--- src/common/gain_fader_pkg.sv ---
/*
  Constants for the audio path gain and fader block: register indices, field positions,
  reset values, gain codes and fade timing.
  Assumes a 200 MHz register clock and APB access with one register per aligned word.
*/
// Functional notes
// RULE1 - Capture gain is six bits: 0 is +31 dB, -1 dB per step, all ones mutes.
// RULE2 - Playback gain is six bits: 0 is 0 dB, down to -62 dB, all ones mutes.
// RULE3 - Bit six of capture and playback gains disables fading; change then applies at once.
// RULE4 - Loopbacks to the speaker drivers use playback coding with their own fade disable.
// RULE5 - Headset gain is four bits: 0 is +8 dB, 1000 is 0 dB, 1001 up mutes.
// RULE6 - Interpolator select bit: clear picks third-order sinc, set picks sample-and-hold.
// RULE7 - Software leaves interpolator select alone while any earpiece or headset converter runs.
// RULE8 - Fade speed field: 00 1 ms, 01 4 ms, 10 8 ms, 11 16 ms per step.
// RULE9 - One shared fade speed; each stage may still disable its own fading.
// RULE10 - Sidetone gain is five bits: 0 is 0 dB, down to -30 dB, all ones mutes.
// RULE11 - IIR pointer held at zero while IIR update is clear, unless first load runs.
// RULE12 - Noise cancel off refuses every FIR and IIR coefficient write.
// RULE13 - Setting the first-load bit starts IIR initialisation and opens first coefficient writes.
// RULE14 - FIR pointer held at zero while FIR update is clear; setting it releases it.
// RULE15 - A coefficient is high byte plus low byte; low byte write updates it.
// RULE16 - Fifteen FIR coefficients 0 to 14; pointer advances; bank applied after the last.
// RULE17 - Forty-four IIR coefficients 0 to 43 with update set; bank applied after the last.
// RULE18 - First IIR load: pulse first-load high then low, write 44 with update clear.
// RULE19 - While fading, applied gain steps one dB per fade interval toward the target.
// RULE20 - Reserved bits read back as written and do not touch the audio paths.

package gain_fader_pkg;

  // ----------------------------------------------------------------------------
  // Timing
  // ----------------------------------------------------------------------------
  localparam int unsigned CLK_PERIOD_NS = 5;
  localparam int unsigned FADE_BASE_NS = 1000000;
  localparam int unsigned MS_CYCLES = FADE_BASE_NS / CLK_PERIOD_NS;
  localparam logic [4:0] FADE_MS [4] = '{5'h01, 5'h04, 5'h08, 5'h10};

  // ----------------------------------------------------------------------------
  // Register indices (byte address is four times the index)
  // ----------------------------------------------------------------------------
  localparam logic [13:0] IDX_CAPTURE5_GAIN = 14'h0D45;
  localparam logic [13:0] IDX_CAPTURE6_GAIN = 14'h0D46;
  localparam logic [13:0] IDX_PLAYBACK1_GAIN = 14'h0D47;
  localparam logic [13:0] IDX_PLAYBACK2_GAIN = 14'h0D48;
  localparam logic [13:0] IDX_PLAYBACK3_GAIN = 14'h0D49;
  localparam logic [13:0] IDX_PLAYBACK4_GAIN = 14'h0D4A;
  localparam logic [13:0] IDX_PLAYBACK5_GAIN = 14'h0D4B;
  localparam logic [13:0] IDX_PLAYBACK6_GAIN = 14'h0D4C;
  localparam logic [13:0] IDX_LOOP1_LEFT_SPEAKER_GAIN = 14'h0D4D;
  localparam logic [13:0] IDX_LOOP2_RIGHT_SPEAKER_GAIN = 14'h0D4E;
  localparam logic [13:0] IDX_HEADSET_LEFT_EARPIECE_GAIN = 14'h0D4F;
  localparam logic [13:0] IDX_HEADSET_RIGHT_GAIN = 14'h0D50;
  localparam logic [13:0] IDX_SIDETONE1_GAIN = 14'h0D51;
  localparam logic [13:0] IDX_SIDETONE2_GAIN = 14'h0D52;
  localparam logic [13:0] IDX_NOISE_CANCEL_CONTROL = 14'h0D53;
  localparam logic [13:0] IDX_NOISE_CANCEL_INPUT_SHIFT = 14'h0D54;
  localparam logic [13:0] IDX_FIR_COEF_HIGH = 14'h0D57;
  localparam logic [13:0] IDX_FIR_COEF_LOW = 14'h0D58;
  localparam logic [13:0] IDX_IIR_COEF_HIGH = 14'h0D59;
  localparam logic [13:0] IDX_IIR_COEF_LOW = 14'h0D5A;
  localparam logic [13:0] IDX_LOADER_STATUS = 14'h0D70;

  localparam int unsigned NUM_CFG = 16;
  localparam int unsigned NUM_STAGES = 12;
  localparam int unsigned NUM_SIX_BIT = 10;
  localparam int unsigned OFS_HS_RIGHT = 11;
  localparam int unsigned OFS_SIDETONE1 = 12;
  localparam int unsigned OFS_SIDETONE2 = 13;
  localparam int unsigned OFS_NC_CONTROL = 14;
  localparam int unsigned OFS_NC_SHIFT = 15;

  localparam logic [7:0] CFG_RESET [NUM_CFG] = '{
    8'h3F, 8'h3F, 8'h3F, 8'h3F, 8'h3F, 8'h3F, 8'h3F, 8'h3F,
    8'h3F, 8'h3F, 8'h0F, 8'h0F, 8'h1F, 8'h1F, 8'h00, 8'h00};

  // ----------------------------------------------------------------------------
  // Field positions and codes
  // ----------------------------------------------------------------------------
  localparam int unsigned FADE_OFF_BIT = 6;
  localparam int unsigned HS_FADE_OFF_BIT = 4;
  localparam int unsigned INTERP_BIT = 7;
  localparam int unsigned FADE_SPEED_LSB = 6;
  localparam int unsigned NC_IIR_RELEASE_BIT = 3;
  localparam int unsigned NC_ON_BIT = 2;
  localparam int unsigned NC_FIRST_LOAD_BIT = 1;
  localparam int unsigned NC_FIR_RELEASE_BIT = 0;
  localparam logic [5:0] MUTE_SIX = 6'h3F;
  localparam logic [5:0] MUTE_HEADSET = 6'h09;
  localparam logic [4:0] MUTE_SIDETONE = 5'h1F;
  localparam logic [5:0] FIR_LAST = 6'h0E;
  localparam logic [5:0] IIR_LAST = 6'h2B;

endpackage

--- src/core/audio_path_gain_fader.sv ---
/*
  Gain and fade control for capture, playback, loopback and headset stages, gain control for sidetone stages,
  plus the noise-cancel coefficient loader, behind an APB slave.
  Assumes synchronous inputs on pclk and a coefficient store outside that takes coef_we.
*/
// Design decision made here: the APB interface to the registers.
`timescale 1ns/100ps

module audio_path_gain_fader #(
  parameter int unsigned MS_CYCLES = gain_fader_pkg::MS_CYCLES
) (
  input wire logic pclk,
  input wire logic presetn,
  input wire logic psel,
  input wire logic penable,
  input wire logic pwrite,
  input wire logic [15:0] paddr,
  input wire logic [31:0] pwdata,
  output logic [31:0] prdata,
  output logic pready,
  output logic pslverr,
  output logic [11:0][5:0] stage_code,
  output logic [11:0] stage_mute,
  output logic [4:0] sidetone1_gain_code,
  output logic [4:0] sidetone2_gain_code,
  output logic [1:0] sidetone_mute,
  output logic hold_interpolator_select,
  output logic noise_cancel_on,
  output logic [4:0] nc_input_shift,
  output logic coef_we,
  output logic coef_is_iir,
  output logic [5:0] coef_index,
  output logic [15:0] coef_data,
  output logic fir_bank_apply,
  output logic iir_bank_apply
);

  // ----------------------------------------------------------------------------
  // Bus decode
  // ----------------------------------------------------------------------------
  logic [7:0] cfg_reg [gain_fader_pkg::NUM_CFG];
  logic [7:0] fir_high_reg;
  logic [7:0] fir_low_reg;
  logic [7:0] iir_high_reg;
  logic [7:0] iir_low_reg;
  logic [5:0] fir_ptr_reg;
  logic [5:0] iir_ptr_reg;
  logic iir_armed_reg;
  logic [31:0] prdata_reg;
  logic [13:0] idx;
  logic [13:0] cfg_ofs;
  logic in_cfg;
  logic mapped;
  logic access;
  logic wr_en;
  logic [31:0] rd_value;
  logic fading;

  assign idx = paddr[15:2];
  assign cfg_ofs = idx - gain_fader_pkg::IDX_CAPTURE5_GAIN;
  assign in_cfg = (idx >= gain_fader_pkg::IDX_CAPTURE5_GAIN) &&
                  (idx <= gain_fader_pkg::IDX_NOISE_CANCEL_INPUT_SHIFT);
  assign access = psel && penable;
  assign pready = 1'b1;
  assign prdata = prdata_reg;

  always_comb begin
    mapped = paddr[1:0] == 2'b00;
    rd_value = 32'h0000_0000;
    if (in_cfg) begin
      rd_value = {24'h00_0000, cfg_reg[cfg_ofs[3:0]]}; // [RULE20]
    end else begin
      unique case (idx)
        gain_fader_pkg::IDX_FIR_COEF_HIGH: rd_value = {24'h00_0000, fir_high_reg};
        gain_fader_pkg::IDX_FIR_COEF_LOW: rd_value = {24'h00_0000, fir_low_reg};
        gain_fader_pkg::IDX_IIR_COEF_HIGH: rd_value = {24'h00_0000, iir_high_reg};
        gain_fader_pkg::IDX_IIR_COEF_LOW: rd_value = {24'h00_0000, iir_low_reg};
        gain_fader_pkg::IDX_LOADER_STATUS: begin
          rd_value = {14'h0000, fading, iir_armed_reg, 2'b00, iir_ptr_reg, 2'b00, fir_ptr_reg};
        end
        default: mapped = 1'b0;
      endcase
    end
  end

  assign pslverr = access && !mapped;
  assign wr_en = access && pwrite && mapped;

  // The read word is captured in the setup cycle so the access phase answers at once.
  always_ff @(posedge pclk or negedge presetn) begin
    if (!presetn) begin
      prdata_reg <= 32'h0000_0000;
    end else if (psel && !penable && !pwrite) begin
      prdata_reg <= rd_value;
    end
  end

  // ----------------------------------------------------------------------------
  // Configuration registers
  // ----------------------------------------------------------------------------
  always_ff @(posedge pclk or negedge presetn) begin
    if (!presetn) begin
      for (int i = 0; i < gain_fader_pkg::NUM_CFG; i++) begin
        cfg_reg[i] <= gain_fader_pkg::CFG_RESET[i];
      end
    end else if (wr_en && in_cfg) begin
      cfg_reg[cfg_ofs[3:0]] <= pwdata[7:0]; // [RULE20]
    end
  end

  logic [7:0] nc_ctrl;
  logic nc_fir_load_release;
  logic nc_iir_load_release;
  logic nc_iir_first_load;

  assign nc_ctrl = cfg_reg[gain_fader_pkg::OFS_NC_CONTROL];
  assign nc_fir_load_release = nc_ctrl[gain_fader_pkg::NC_FIR_RELEASE_BIT];
  assign nc_iir_load_release = nc_ctrl[gain_fader_pkg::NC_IIR_RELEASE_BIT];
  assign nc_iir_first_load = nc_ctrl[gain_fader_pkg::NC_FIRST_LOAD_BIT];

  // ----------------------------------------------------------------------------
  // Static outputs
  // ----------------------------------------------------------------------------
  // Interpolator select is passed straight through; changing it with a converter
  // running is a software fault that this block does not guard against. [RULE7]
  always_ff @(posedge pclk or negedge presetn) begin
    if (!presetn) begin
      hold_interpolator_select <= 1'b0;
      noise_cancel_on <= 1'b0;
      nc_input_shift <= 5'h00;
      sidetone1_gain_code <= gain_fader_pkg::MUTE_SIDETONE;
      sidetone2_gain_code <= gain_fader_pkg::MUTE_SIDETONE;
      sidetone_mute <= 2'b11;
    end else begin
      hold_interpolator_select <= cfg_reg[10][gain_fader_pkg::INTERP_BIT]; // [RULE6]
      noise_cancel_on <= nc_ctrl[gain_fader_pkg::NC_ON_BIT]; // [RULE12]
      nc_input_shift <= cfg_reg[gain_fader_pkg::OFS_NC_SHIFT][4:0];
      sidetone1_gain_code <= cfg_reg[gain_fader_pkg::OFS_SIDETONE1][4:0]; // [RULE10]
      sidetone2_gain_code <= cfg_reg[gain_fader_pkg::OFS_SIDETONE2][4:0]; // [RULE10]
      sidetone_mute[0] <= cfg_reg[gain_fader_pkg::OFS_SIDETONE1][4:0] ==
                          gain_fader_pkg::MUTE_SIDETONE; // [RULE10]
      sidetone_mute[1] <= cfg_reg[gain_fader_pkg::OFS_SIDETONE2][4:0] ==
                          gain_fader_pkg::MUTE_SIDETONE; // [RULE10]
    end
  end

  // ----------------------------------------------------------------------------
  // Fade timebase
  // ----------------------------------------------------------------------------
  logic [31:0] ms_cnt_reg;
  logic [4:0] step_cnt_reg;
  logic ms_tick;
  logic fade_tick;
  logic [4:0] step_last;

  assign ms_tick = ms_cnt_reg == MS_CYCLES - 1;
  assign step_last = gain_fader_pkg::FADE_MS[cfg_reg[gain_fader_pkg::OFS_HS_RIGHT]
                     [gain_fader_pkg::FADE_SPEED_LSB +: 2]] - 5'h01; // [RULE8]
  assign fade_tick = ms_tick && (step_cnt_reg >= step_last); // [RULE9]

  always_ff @(posedge pclk or negedge presetn) begin
    if (!presetn) begin
      ms_cnt_reg <= 32'h0000_0000;
    end else if (ms_tick) begin
      ms_cnt_reg <= 32'h0000_0000;
    end else begin
      ms_cnt_reg <= ms_cnt_reg + 32'h0000_0001;
    end
  end

  // A speed change mid-interval takes effect at the next millisecond, so no step is lost.
  always_ff @(posedge pclk or negedge presetn) begin
    if (!presetn) begin
      step_cnt_reg <= 5'h00;
    end else if (fade_tick) begin
      step_cnt_reg <= 5'h00;
    end else if (ms_tick) begin
      step_cnt_reg <= step_cnt_reg + 5'h01; // [RULE8]
    end
  end

  // ----------------------------------------------------------------------------
  // Faded stages: 0-1 capture, 2-7 playback, 8-9 loopback, 10-11 headset
  // ----------------------------------------------------------------------------
  logic [11:0][5:0] target;
  logic [11:0] fade_off;

  genvar g;
  generate
    for (g = 0; g < gain_fader_pkg::NUM_STAGES; g++) begin : g_stage
      if (g < gain_fader_pkg::NUM_SIX_BIT) begin : g_six
        // Capture, playback and loopback share code layout; only the dB meaning differs.
        assign target[g] = cfg_reg[g][5:0]; // [RULE1] [RULE2] [RULE4]
        assign fade_off[g] = cfg_reg[g][gain_fader_pkg::FADE_OFF_BIT]; // [RULE3] [RULE4]
        assign stage_mute[g] = stage_code[g] == gain_fader_pkg::MUTE_SIX; // [RULE1] [RULE2]
      end else begin : g_hs
        // All mute codes of the headset collapse onto one so the fade has a single end.
        assign target[g] = (cfg_reg[g][3:0] >= gain_fader_pkg::MUTE_HEADSET[3:0]) ?
                           gain_fader_pkg::MUTE_HEADSET : {2'b00, cfg_reg[g][3:0]}; // [RULE5]
        assign fade_off[g] = cfg_reg[g][gain_fader_pkg::HS_FADE_OFF_BIT];
        assign stage_mute[g] = stage_code[g] == gain_fader_pkg::MUTE_HEADSET; // [RULE5]
      end

      always_ff @(posedge pclk or negedge presetn) begin
        if (!presetn) begin
          stage_code[g] <= (g < gain_fader_pkg::NUM_SIX_BIT) ?
                           gain_fader_pkg::MUTE_SIX : gain_fader_pkg::MUTE_HEADSET;
        end else if (fade_off[g]) begin
          stage_code[g] <= target[g]; // [RULE3]
        end else if (fade_tick && stage_code[g] < target[g]) begin
          stage_code[g] <= stage_code[g] + 6'h01; // [RULE19]
        end else if (fade_tick && stage_code[g] > target[g]) begin
          stage_code[g] <= stage_code[g] - 6'h01; // [RULE19]
        end
      end
    end
  endgenerate

  assign fading = stage_code != target;

  // ----------------------------------------------------------------------------
  // Noise-cancel coefficient loader
  // ----------------------------------------------------------------------------
  logic fir_low_wr;
  logic iir_low_wr;
  logic iir_open;
  logic fir_accept;
  logic iir_accept;

  assign fir_low_wr = wr_en && idx == gain_fader_pkg::IDX_FIR_COEF_LOW;
  assign iir_low_wr = wr_en && idx == gain_fader_pkg::IDX_IIR_COEF_LOW;
  assign iir_open = nc_iir_load_release || iir_armed_reg; // [RULE11]
  assign fir_accept = fir_low_wr && noise_cancel_on && nc_fir_load_release; // [RULE12]
  assign iir_accept = iir_low_wr && noise_cancel_on && iir_open; // [RULE12]

  // Byte registers are kept only while noise cancel is on, even for low-byte writes the loader then refuses.
  always_ff @(posedge pclk or negedge presetn) begin
    if (!presetn) begin
      fir_high_reg <= 8'h00;
      fir_low_reg <= 8'h00;
      iir_high_reg <= 8'h00;
      iir_low_reg <= 8'h00;
    end else if (wr_en && noise_cancel_on) begin // [RULE12]
      unique case (idx)
        gain_fader_pkg::IDX_FIR_COEF_HIGH: fir_high_reg <= pwdata[7:0];
        gain_fader_pkg::IDX_FIR_COEF_LOW: fir_low_reg <= pwdata[7:0];
        gain_fader_pkg::IDX_IIR_COEF_HIGH: iir_high_reg <= pwdata[7:0];
        gain_fader_pkg::IDX_IIR_COEF_LOW: iir_low_reg <= pwdata[7:0];
        default: ;
      endcase
    end
  end

  always_ff @(posedge pclk or negedge presetn) begin
    if (!presetn) begin
      fir_ptr_reg <= 6'h00;
    end else if (!nc_fir_load_release) begin
      fir_ptr_reg <= 6'h00; // [RULE14]
    end else if (fir_accept) begin
      fir_ptr_reg <= (fir_ptr_reg == gain_fader_pkg::FIR_LAST) ? 6'h00 :
                     fir_ptr_reg + 6'h01; // [RULE16]
    end
  end

  // First-load window: opened by the first-load bit, kept after it falls, closed by the
  // forty-fourth word. The set wins over the close in the same cycle.
  always_ff @(posedge pclk or negedge presetn) begin
    if (!presetn) begin
      iir_armed_reg <= 1'b0;
    end else if (nc_iir_first_load) begin
      iir_armed_reg <= 1'b1; // [RULE13] [RULE18]
    end else if (iir_accept && iir_ptr_reg == gain_fader_pkg::IIR_LAST) begin
      iir_armed_reg <= 1'b0;
    end
  end

  always_ff @(posedge pclk or negedge presetn) begin
    if (!presetn) begin
      iir_ptr_reg <= 6'h00;
    end else if (!iir_open) begin
      iir_ptr_reg <= 6'h00; // [RULE11]
    end else if (iir_accept) begin
      iir_ptr_reg <= (iir_ptr_reg == gain_fader_pkg::IIR_LAST) ? 6'h00 :
                     iir_ptr_reg + 6'h01; // [RULE17]
    end
  end

  always_ff @(posedge pclk or negedge presetn) begin
    if (!presetn) begin
      coef_we <= 1'b0;
      coef_is_iir <= 1'b0;
      coef_index <= 6'h00;
      coef_data <= 16'h0000;
      fir_bank_apply <= 1'b0;
      iir_bank_apply <= 1'b0;
    end else begin
      coef_we <= fir_accept || iir_accept; // [RULE15]
      fir_bank_apply <= fir_accept && fir_ptr_reg == gain_fader_pkg::FIR_LAST; // [RULE16]
      iir_bank_apply <= iir_accept && iir_ptr_reg == gain_fader_pkg::IIR_LAST; // [RULE17]
      if (fir_accept) begin
        coef_is_iir <= 1'b0;
        coef_index <= fir_ptr_reg;
        coef_data <= {fir_high_reg, pwdata[7:0]}; // [RULE15]
      end else if (iir_accept) begin
        coef_is_iir <= 1'b1;
        coef_index <= iir_ptr_reg;
        coef_data <= {iir_high_reg, pwdata[7:0]}; // [RULE15]
      end
    end
  end
endmodule

--- config.mk ---
export PLATFORM = sky130hd
export DESIGN_NAME = audio_path_gain_fader
export DESIGN_NICKNAME = d
export VERILOG_FILES = /design/src/common/gain_fader_pkg.sv /design/src/core/audio_path_gain_fader.sv
export SDC_FILE = /design/constraint.sdc
export NUM_CORES = 1
export LEC_CHECK = 0
export BUFFER_PORTS_ARGS = -buffer_cell sky130_fd_sc_hd__clkbuf_2
export CORE_ASPECT_RATIO = 2
export CORE_MARGIN = 2
export CORE_UTILIZATION = 42
export DETAILED_ROUTE_END_ITERATION = 7
export GPL_TIMING_DRIVEN = 1
export PLACE_DENSITY_LB_ADDON = 0.2
export SLEW_MARGIN = 20
export SYNTH_ARGS = -nofsm -noshare
export SYNTH_HDL_FRONTEND = slang
export SYNTH_SLANG_ARGS = --single-unit
--- constraint.sdc ---
create_clock -name pclk -period 8.55 [get_ports pclk]
set_input_delay 0.4275 -clock pclk [delete_from_list [all_inputs] [get_ports pclk]]
set_output_delay 0.4275 -clock pclk [all_outputs]
set_load 0.05 [all_outputs]
# After elaboration in Yosys (flattened, before gate mapping)
# Index checks and enable logic that the tools add are counted.
# classes
n_reduce_logical	69
n_eq_ne	25
bitwise	2
n_mul	0
n_mux	68
n_lt_le_gt_ge	32
n_addsub	30
shift	0
div_mod_pow	0
# ops
operator	n
6-bit 2-to-1 mux	44
128-bit bitwise mux	1
18-bit case mux with 5 select lines	1
6-bit by 1-bit adder with 6-bit output, second input constant	14
72-bit by 70-bit != test with 1-bit output	1
6-bit by 1-bit subtractor with 6-bit output, second input constant	12
14-bit by 12-bit == test with 1-bit output, second input constant	5
6-bit == test, second input constant	11
32-bit 2-to-1 mux	2
6-bit greater-than comparator	10
6-bit < comparator	10
1-bit logical AND	43
3-bit nonzero test	12
32-bit by 1-bit adder with 32-bit output, second input constant	1
8-bit binary-select mux with 4-bit select	1
8-bit demux with 4-bit select	1
32-bit by 18-bit == test with 1-bit output, second input constant	1
16-bit 2-to-1 mux	2
8-bit 2-to-1 mux	3
5-bit 2-to-1 mux	4
6-bit by 4-bit == test with 1-bit output, second input constant	3
14-bit by 12-bit >= comparator with 1-bit output, second input constant	1
14-bit by 12-bit <= comparator with 1-bit output, second input constant	1
6-bit by 4-bit greater-than comparator with 1-bit output	2
22 further kinds	40
# word_totals
mem_bits_ro	0
word_cells	276
inputBits	53
memories	0
latch_bits	0
ram_bits	0
register_bits	359
output_inout_bits	163

# Longest topological paths before layout
# logic_depth
ltp_word	11
ltp_mapped	18
depth_no_buf	16

# Worst setup path before layout
# Ideal clock, no wire load.
# synth_path
path_type	register -> register
from	reg cfg_reg[39] in the netlist's numbering
to	reg stage_code[23] in the netlist's numbering
setup_time_ns	0.091
slack_ns	4.689
t_required_ns	8.459
period_less_slack_ns	3.861
stages_incl_launch_ff	18
n_path_buf	2
t_arrival_ns	3.769
path_cell_list	dfrtp_1 or2_2 ha_1 nand2b_1 a31oi_1 o21a_1 clkbuf_1 nor2_8 clkbuf_1 nand2_1 ha_1 a211oi_1 o21bai_1 a21oi_1 xor2_1 mux2_2 a221oi_1 a21oi_1
# synth_via
elab_chain_len	10
word_cells_on_any_way	12
classes_between	1 x add/sub; 1 x order compare; 5 x mux; 1 x bitwise; 4 x reduce/logical
# synth_rtl
item	line_no	rtl
from (decl)	audio_path_gain_fader.sv:41	logic [7:0] cfg_reg [gain_fader_pkg::NUM_CFG];
from (signal, indexed assignment)	audio_path_gain_fader.sv:104	cfg_reg[i] <= gain_fader_pkg::CFG_RESET[i];
from (signal, indexed assignment)	audio_path_gain_fader.sv:107	cfg_reg[cfg_ofs[3:0]] <= pwdata[7:0];
2-bit NOT with 3-bit output (implied by the code) (*)	audio_path_gain_fader.sv:157	assign step_last = gain_fader_pkg::FADE_MS[cfg_reg[gain_fader_pkg::OFS_HS_RIGHT]
5-bit binary-select mux with 2-bit select (*)	audio_path_gain_fader.sv:157	
5-bit 2-to-1 mux (implied by the code) (*) (2 in a row)	audio_path_gain_fader.sv:157	
5-bit by 1-bit subtractor with 5-bit output (*)	audio_path_gain_fader.sv:158	[gain_fader_pkg::FADE_SPEED_LSB +: 2]] - 5'h01;
5-bit >= comparator (*)	audio_path_gain_fader.sv:159	assign fade_tick = ms_tick && (step_cnt_reg >= step_last);
1-bit logical AND (*)	audio_path_gain_fader.sv:159	
1-bit logical AND	audio_path_gain_fader.sv:210	end else if (fade_tick && stage_code[g] < target[g]) begin
6-bit 2-to-1 mux	audio_path_gain_fader.sv:210	
6-bit 2-to-1 mux	audio_path_gain_fader.sv:208	end else if (fade_off[g]) begin
to (signal, indexed assignment)	audio_path_gain_fader.sv:209	stage_code[g] <= target[g];
to (signal, indexed assignment)	audio_path_gain_fader.sv:211	stage_code[g] <= stage_code[g] + 6'h01;
to (signal, indexed assignment)	audio_path_gain_fader.sv:213	stage_code[g] <= stage_code[g] - 6'h01;
to (decl)	audio_path_gain_fader.sv:22	output logic [11:0][5:0] stage_code,
# Every way passes the cells marked *; elsewhere a longest branch is shown, timed or not. The select of a mux whose other input is x is not followed.
# A chain may end at the register's enable or synchronous reset.

# Worst setup path after layout
# layout_path
from	reg ms_cnt_reg[0]
to	reg stage_code[23] in the netlist's numbering
# layout_via
elab_chain_len	5
word_cells_on_any_way	7
classes_between	1 x eq/ne; 2 x mux; 4 x reduce/logical
# layout_rtl
item	line_no	rtl
from (decl)	audio_path_gain_fader.sv:150	logic [31:0] ms_cnt_reg;
from (signal assigned)	audio_path_gain_fader.sv:167	ms_cnt_reg <= ms_cnt_reg + 32'h0000_0001;
32-bit by 18-bit == test with 1-bit output (*)	audio_path_gain_fader.sv:156	assign ms_tick = ms_cnt_reg == MS_CYCLES - 1;
1-bit logical AND (*)	audio_path_gain_fader.sv:159	
1-bit logical AND	audio_path_gain_fader.sv:210	
6-bit 2-to-1 mux	audio_path_gain_fader.sv:210	
6-bit 2-to-1 mux	audio_path_gain_fader.sv:208	
# Every way passes the cells marked *; elsewhere a longest branch is shown, timed or not.

==> results.md <==
| Parameter | Reported |
| --- | --- |
| Average wire length per cell after detail routing | 19.8 um |
| DIE AREA | 50200 um^2 |
| Yosys top cell area share | 23.3% |
| Routed vias | 14364 |
| Arrival time of the worst setup path | 4730 ps |
| Post-synthesis instance area | 20300 um^2 |
| Clock insertion delay at the later pin of the skew report | 540 ps |
| Depth of the most critical reg-to-reg path | 14 |
| Place WS | 4250 ps |
| Placed Instances | 2588 |
| Post-DP HPWL | 37300 um |
| Int Power | 2.54 mW |
| Number of instances on the worst hold path | 0 |
| Min Tclk post-route | 4290 ps |
| Maximum clock insertion buffer count | 3 |
| Ratio of cells with drive above 1 in the final layout | 33.1% |
| Number of antenna violations at the first check in global routing | 0 |
| Startpoint of the tightest hold check path | cfg_reg[25]$_DFFE_PN1P_ |
| Layout Nets | 2187 |
| FMAX | 233 MHz |
| Cell area power density | 146 nW/um^2 |
| Number of buffers created by CTS | 37 |
| End point of the worst hold path | sidetone1_gain_code[1]$_DFF_PN1_ |
| Post-synthesis area per instance | 11.0 um^2 |
| Average via count per standard cell | 5.41 |
| Number of flip-flops under the largest register name | 120 |
| Post-CTS Setup Inserts | 0 |
| H-tree levels | 2 |
| Reg-to-reg setup timing slack | 4260 ps |
| Number of synthesized flops with an enable pin | 0 |
| Cell variety after synth | 83 |
| Final setup skew | 22.3 ps |
| Top cells by area, synth | sky130_fd_sc_hd__dfrtp_1, sky130_fd_sc_hd__dfstp_2, sky130_fd_sc_hd__mux2_2 |
| Number of design rule violations left after detail routing | 0 |
| Kind of critical path | register to register |
| Antenna diode count | 0 |
| Port Buffer Count | 174 |
| Destination of the worst register-to-register timing path | stage_code[23]$_DFFE_PN1P_ |
| Finish-stage setup viols | 0 |
| Status | completed |
| Worst flop-to-flop path startpoint | ms_cnt_reg[0]$_DFF_PN0_ |
| Syn-to-layout area delta | 12.4% |
| Yosys Warn Count | 0 |
| Core Footprint | 48100 um^2 |
| Yosys top cell by area | sky130_fd_sc_hd__dfrtp_1 |
| Final Max Tran Viols | 0 |
| Post-placement cell area | 21700 um^2 |
| Die X | 159 um |
| WP buf/inv | 0 |
| Max stage delay on crit path | 610 ps |
| Startpoint class of the critical path | register |
| Site Rows | 114 |
| Async set or reset register ratio after synthesis | 100% |
| Post-layout instance area | 22800 um^2 |
| Share of the core filled with cells | 47.5% |
| Maximum capacitance violations | 0 |
| Total leakage power | 10.0 nW |
| Master of the slowest instance on the critical path | sky130_fd_sc_hd__or3_1 |
| Final RePlAce weighted congestion | 0.847 |
| Final Instance Count excl. Fillers | 2655 |
| Initial Util | 42.2% |
| Initial DRC count | 682 |
| Final-layout setup total negative slack | 0 ps |
| Share of total power in the clock network | 46.8% |
| Global Route Usage Sum | 21.0% |
| Switching component of the power | 0.803 mW |
| Tightest slew margin relative to the limit | 36.1% |
| RSZ-0062 raised after global routing | no |
| Highest fanout seen on the critical path | 18 |
| First-pass GRT wire length | 83500 um |
| Detailed-routing iteration count for the pre-antenna-repair pass | 6 |
| Most used flip-flop cell after synthesis | sky130_fd_sc_hd__dfrtp_1 |
| Largest net degree at the start of global routing | 103 |
| Fillers | 4553 |
| Final clock period utilization by the worst path | 50.2% |
| CP Capture Type | register |
| Synthesized netlist cell count | 1843 |
| Sw Share | 24.0% |
| Clock transition at the register clock pins on the worst setup and hold paths after CTS | 60 ps |
| Most common cell in the netlist | sky130_fd_sc_hd__mux2_2 |
| Slack of the critical path | 4260 ps |
| Total number of clock tree sinks | 343 |
| Height of the chip | 315 um |
| Wire length reported by the detailed router | 52600 um |
| Peak supply drop | 0.121 mV |
| Required time reported for the critical path endpoint | 8990 ps |
| Chain of cells forming the critical path | ha_1 -> nand2_1 -> or2_1 -> or3_1 -> nor2_8 -> nand2_1 -> ha_1 -> a211oi_1 -> o21bai_1 -> a21oi_1 -> xor2_1 -> mux2_2 -> a221oi_1 -> a21oi_1 |
| Worst-margin pin slew | 956 ps |
| Number of global-route vias before repair | 14411 |
| Residual overflow from global routing | 0 |
| Hold WC Path Type | register to register |
| Most frequent cells after synthesis | sky130_fd_sc_hd__mux2_2, sky130_fd_sc_hd__dfrtp_1, sky130_fd_sc_hd__nand2_1, sky130_fd_sc_hd__dfstp_2, sky130_fd_sc_hd__ha_1 |
| Post-route ant nets | 0 |
| Final Hold Fails | 0 |
| Family with the most delay on the worst path | simple AND/OR/NAND/NOR gates |
| CTS tree | built |
| Number of gates resized after cts | 0 |
| Fraction of the yosys area taken by sequential cells | 43.2% |
| Num ports | 216 |
| Combinational cell fraction of total power | 4.4% |
| CTS Root Buffer Type | sky130_fd_sc_hd__clkbuf_16 |
| Portion of total power attributed to sequential cells | 48.8% |
| Synthesized flop and latch total | 343 |
==> layer usage <==
layer / global-route usage, % / wire, um / share of wire [%]
met5: 0 / 0 / 0
met2: 36.3 / 26000 / 50
met1: 28.1 / 23400 / 44
met3: 2.24 / 1870 / 3.6
met4: 5.60 / 1290 / 2.4
==> power by group through the flow <==
stage	Sequential, mW	Clock [mW]	Combinational [mW]
finish	1.63	1.56	0.147
global route	1.63	1.68	0.162
CTS	1.63	1.61	0.151
detailed placement	1.66	0	0.150
global placement	1.66	0	0.149
floorplan	1.66	0	0.0838
==> layout by cell type (no fill, tap or decap), types with 59 or more instances in the layout <==
| cell | netlist | routed |
|---|---|---|
| sky130_fd_sc_hd__clkbuf_2 | 0 | 173 |
| sky130_fd_sc_hd__dfrtp_1 | 189 | 189 |
| sky130_fd_sc_hd__dfstp_2 | 154 | 154 |
| sky130_fd_sc_hd__ha_1 | 132 | 132 |
| sky130_fd_sc_hd__inv_1 | 93 | 93 |
| sky130_fd_sc_hd__mux2_2 | 190 | 190 |
| sky130_fd_sc_hd__mux2i_1 | 60 | 60 |
| sky130_fd_sc_hd__nand2_1 | 182 | 182 |
| sky130_fd_sc_hd__nor2_1 | 80 | 80 |
| sky130_fd_sc_hd__o21ai_0 | 97 | 97 |
| sky130_fd_sc_hd__xnor2_1 | 60 | 59 |
==> worst max-delay path by stage <==
stage,from,endpoint,depth (start not counted)
2_1_floorplan,cfg_reg[39]$_DFFE_PN0P_,stage_code[23]$_DFFE_PN1P_,17
3_3_place_gp,ms_cnt_reg[18]$_DFF_PN0_,stage_code[23]$_DFFE_PN1P_,13
3_5_place_dp,ms_cnt_reg[0]$_DFF_PN0_,stage_code[23]$_DFFE_PN1P_,14
4_1_cts,ms_cnt_reg[18]$_DFF_PN0_,stage_code[23]$_DFFE_PN1P_,13
5_1_grt,ms_cnt_reg[6]$_DFF_PN0_,stage_code[23]$_DFFE_PN1P_,13
6_report,ms_cnt_reg[0]$_DFF_PN0_,stage_code[23]$_DFFE_PN1P_,14
==> logic make-up after synthesis <==
group / Yosys count / synth area share [%]
AO/OA/AOI/OAI: 308 / 9.87
XOR/XNOR: 92 / 3.97
adder cells (fa/ha/maj): 144 / 9.32
buffers and inverters: 187 / 4.06
flip-flops: 343 / 43.2
multiplexers: 291 / 17.5
other: 2 / 0.0370
AND/OR/NAND/NOR: 476 / 12.0
==> cell type report <==
cell class	count	area (um^2)	area share, %
tap	638	798	3.50
clock inverter	14	83.8	0.367
timing repair buffer	186	973	4.27
sequential	343	8780	38.5
inverter	93	349	1.53
multi-input combinational	1329	10800	47.2
clock buffer	52	1070	4.71
==> through the flow <==
| stage | total power [mW] | hold WS [ps] |
|---|---|---|
| after floorplan | 1.74 | 132 |
| after global placement | 1.81 | 378 |
| after detailed placement | 1.81 | 378 |
| after CTS | 3.39 | 384 |
| after global routing | 3.47 | 386 |
| final | 3.34 | 381 |
==> repair_timing <==
action / 4_1_cts / 5_1_grt
hold buffers: 1 / 0
endpoints found under the setup margin: 0 / 0
endpoints found under the hold margin: 37 / 0
No activity file was read; power rests on OpenSTA's default activity.
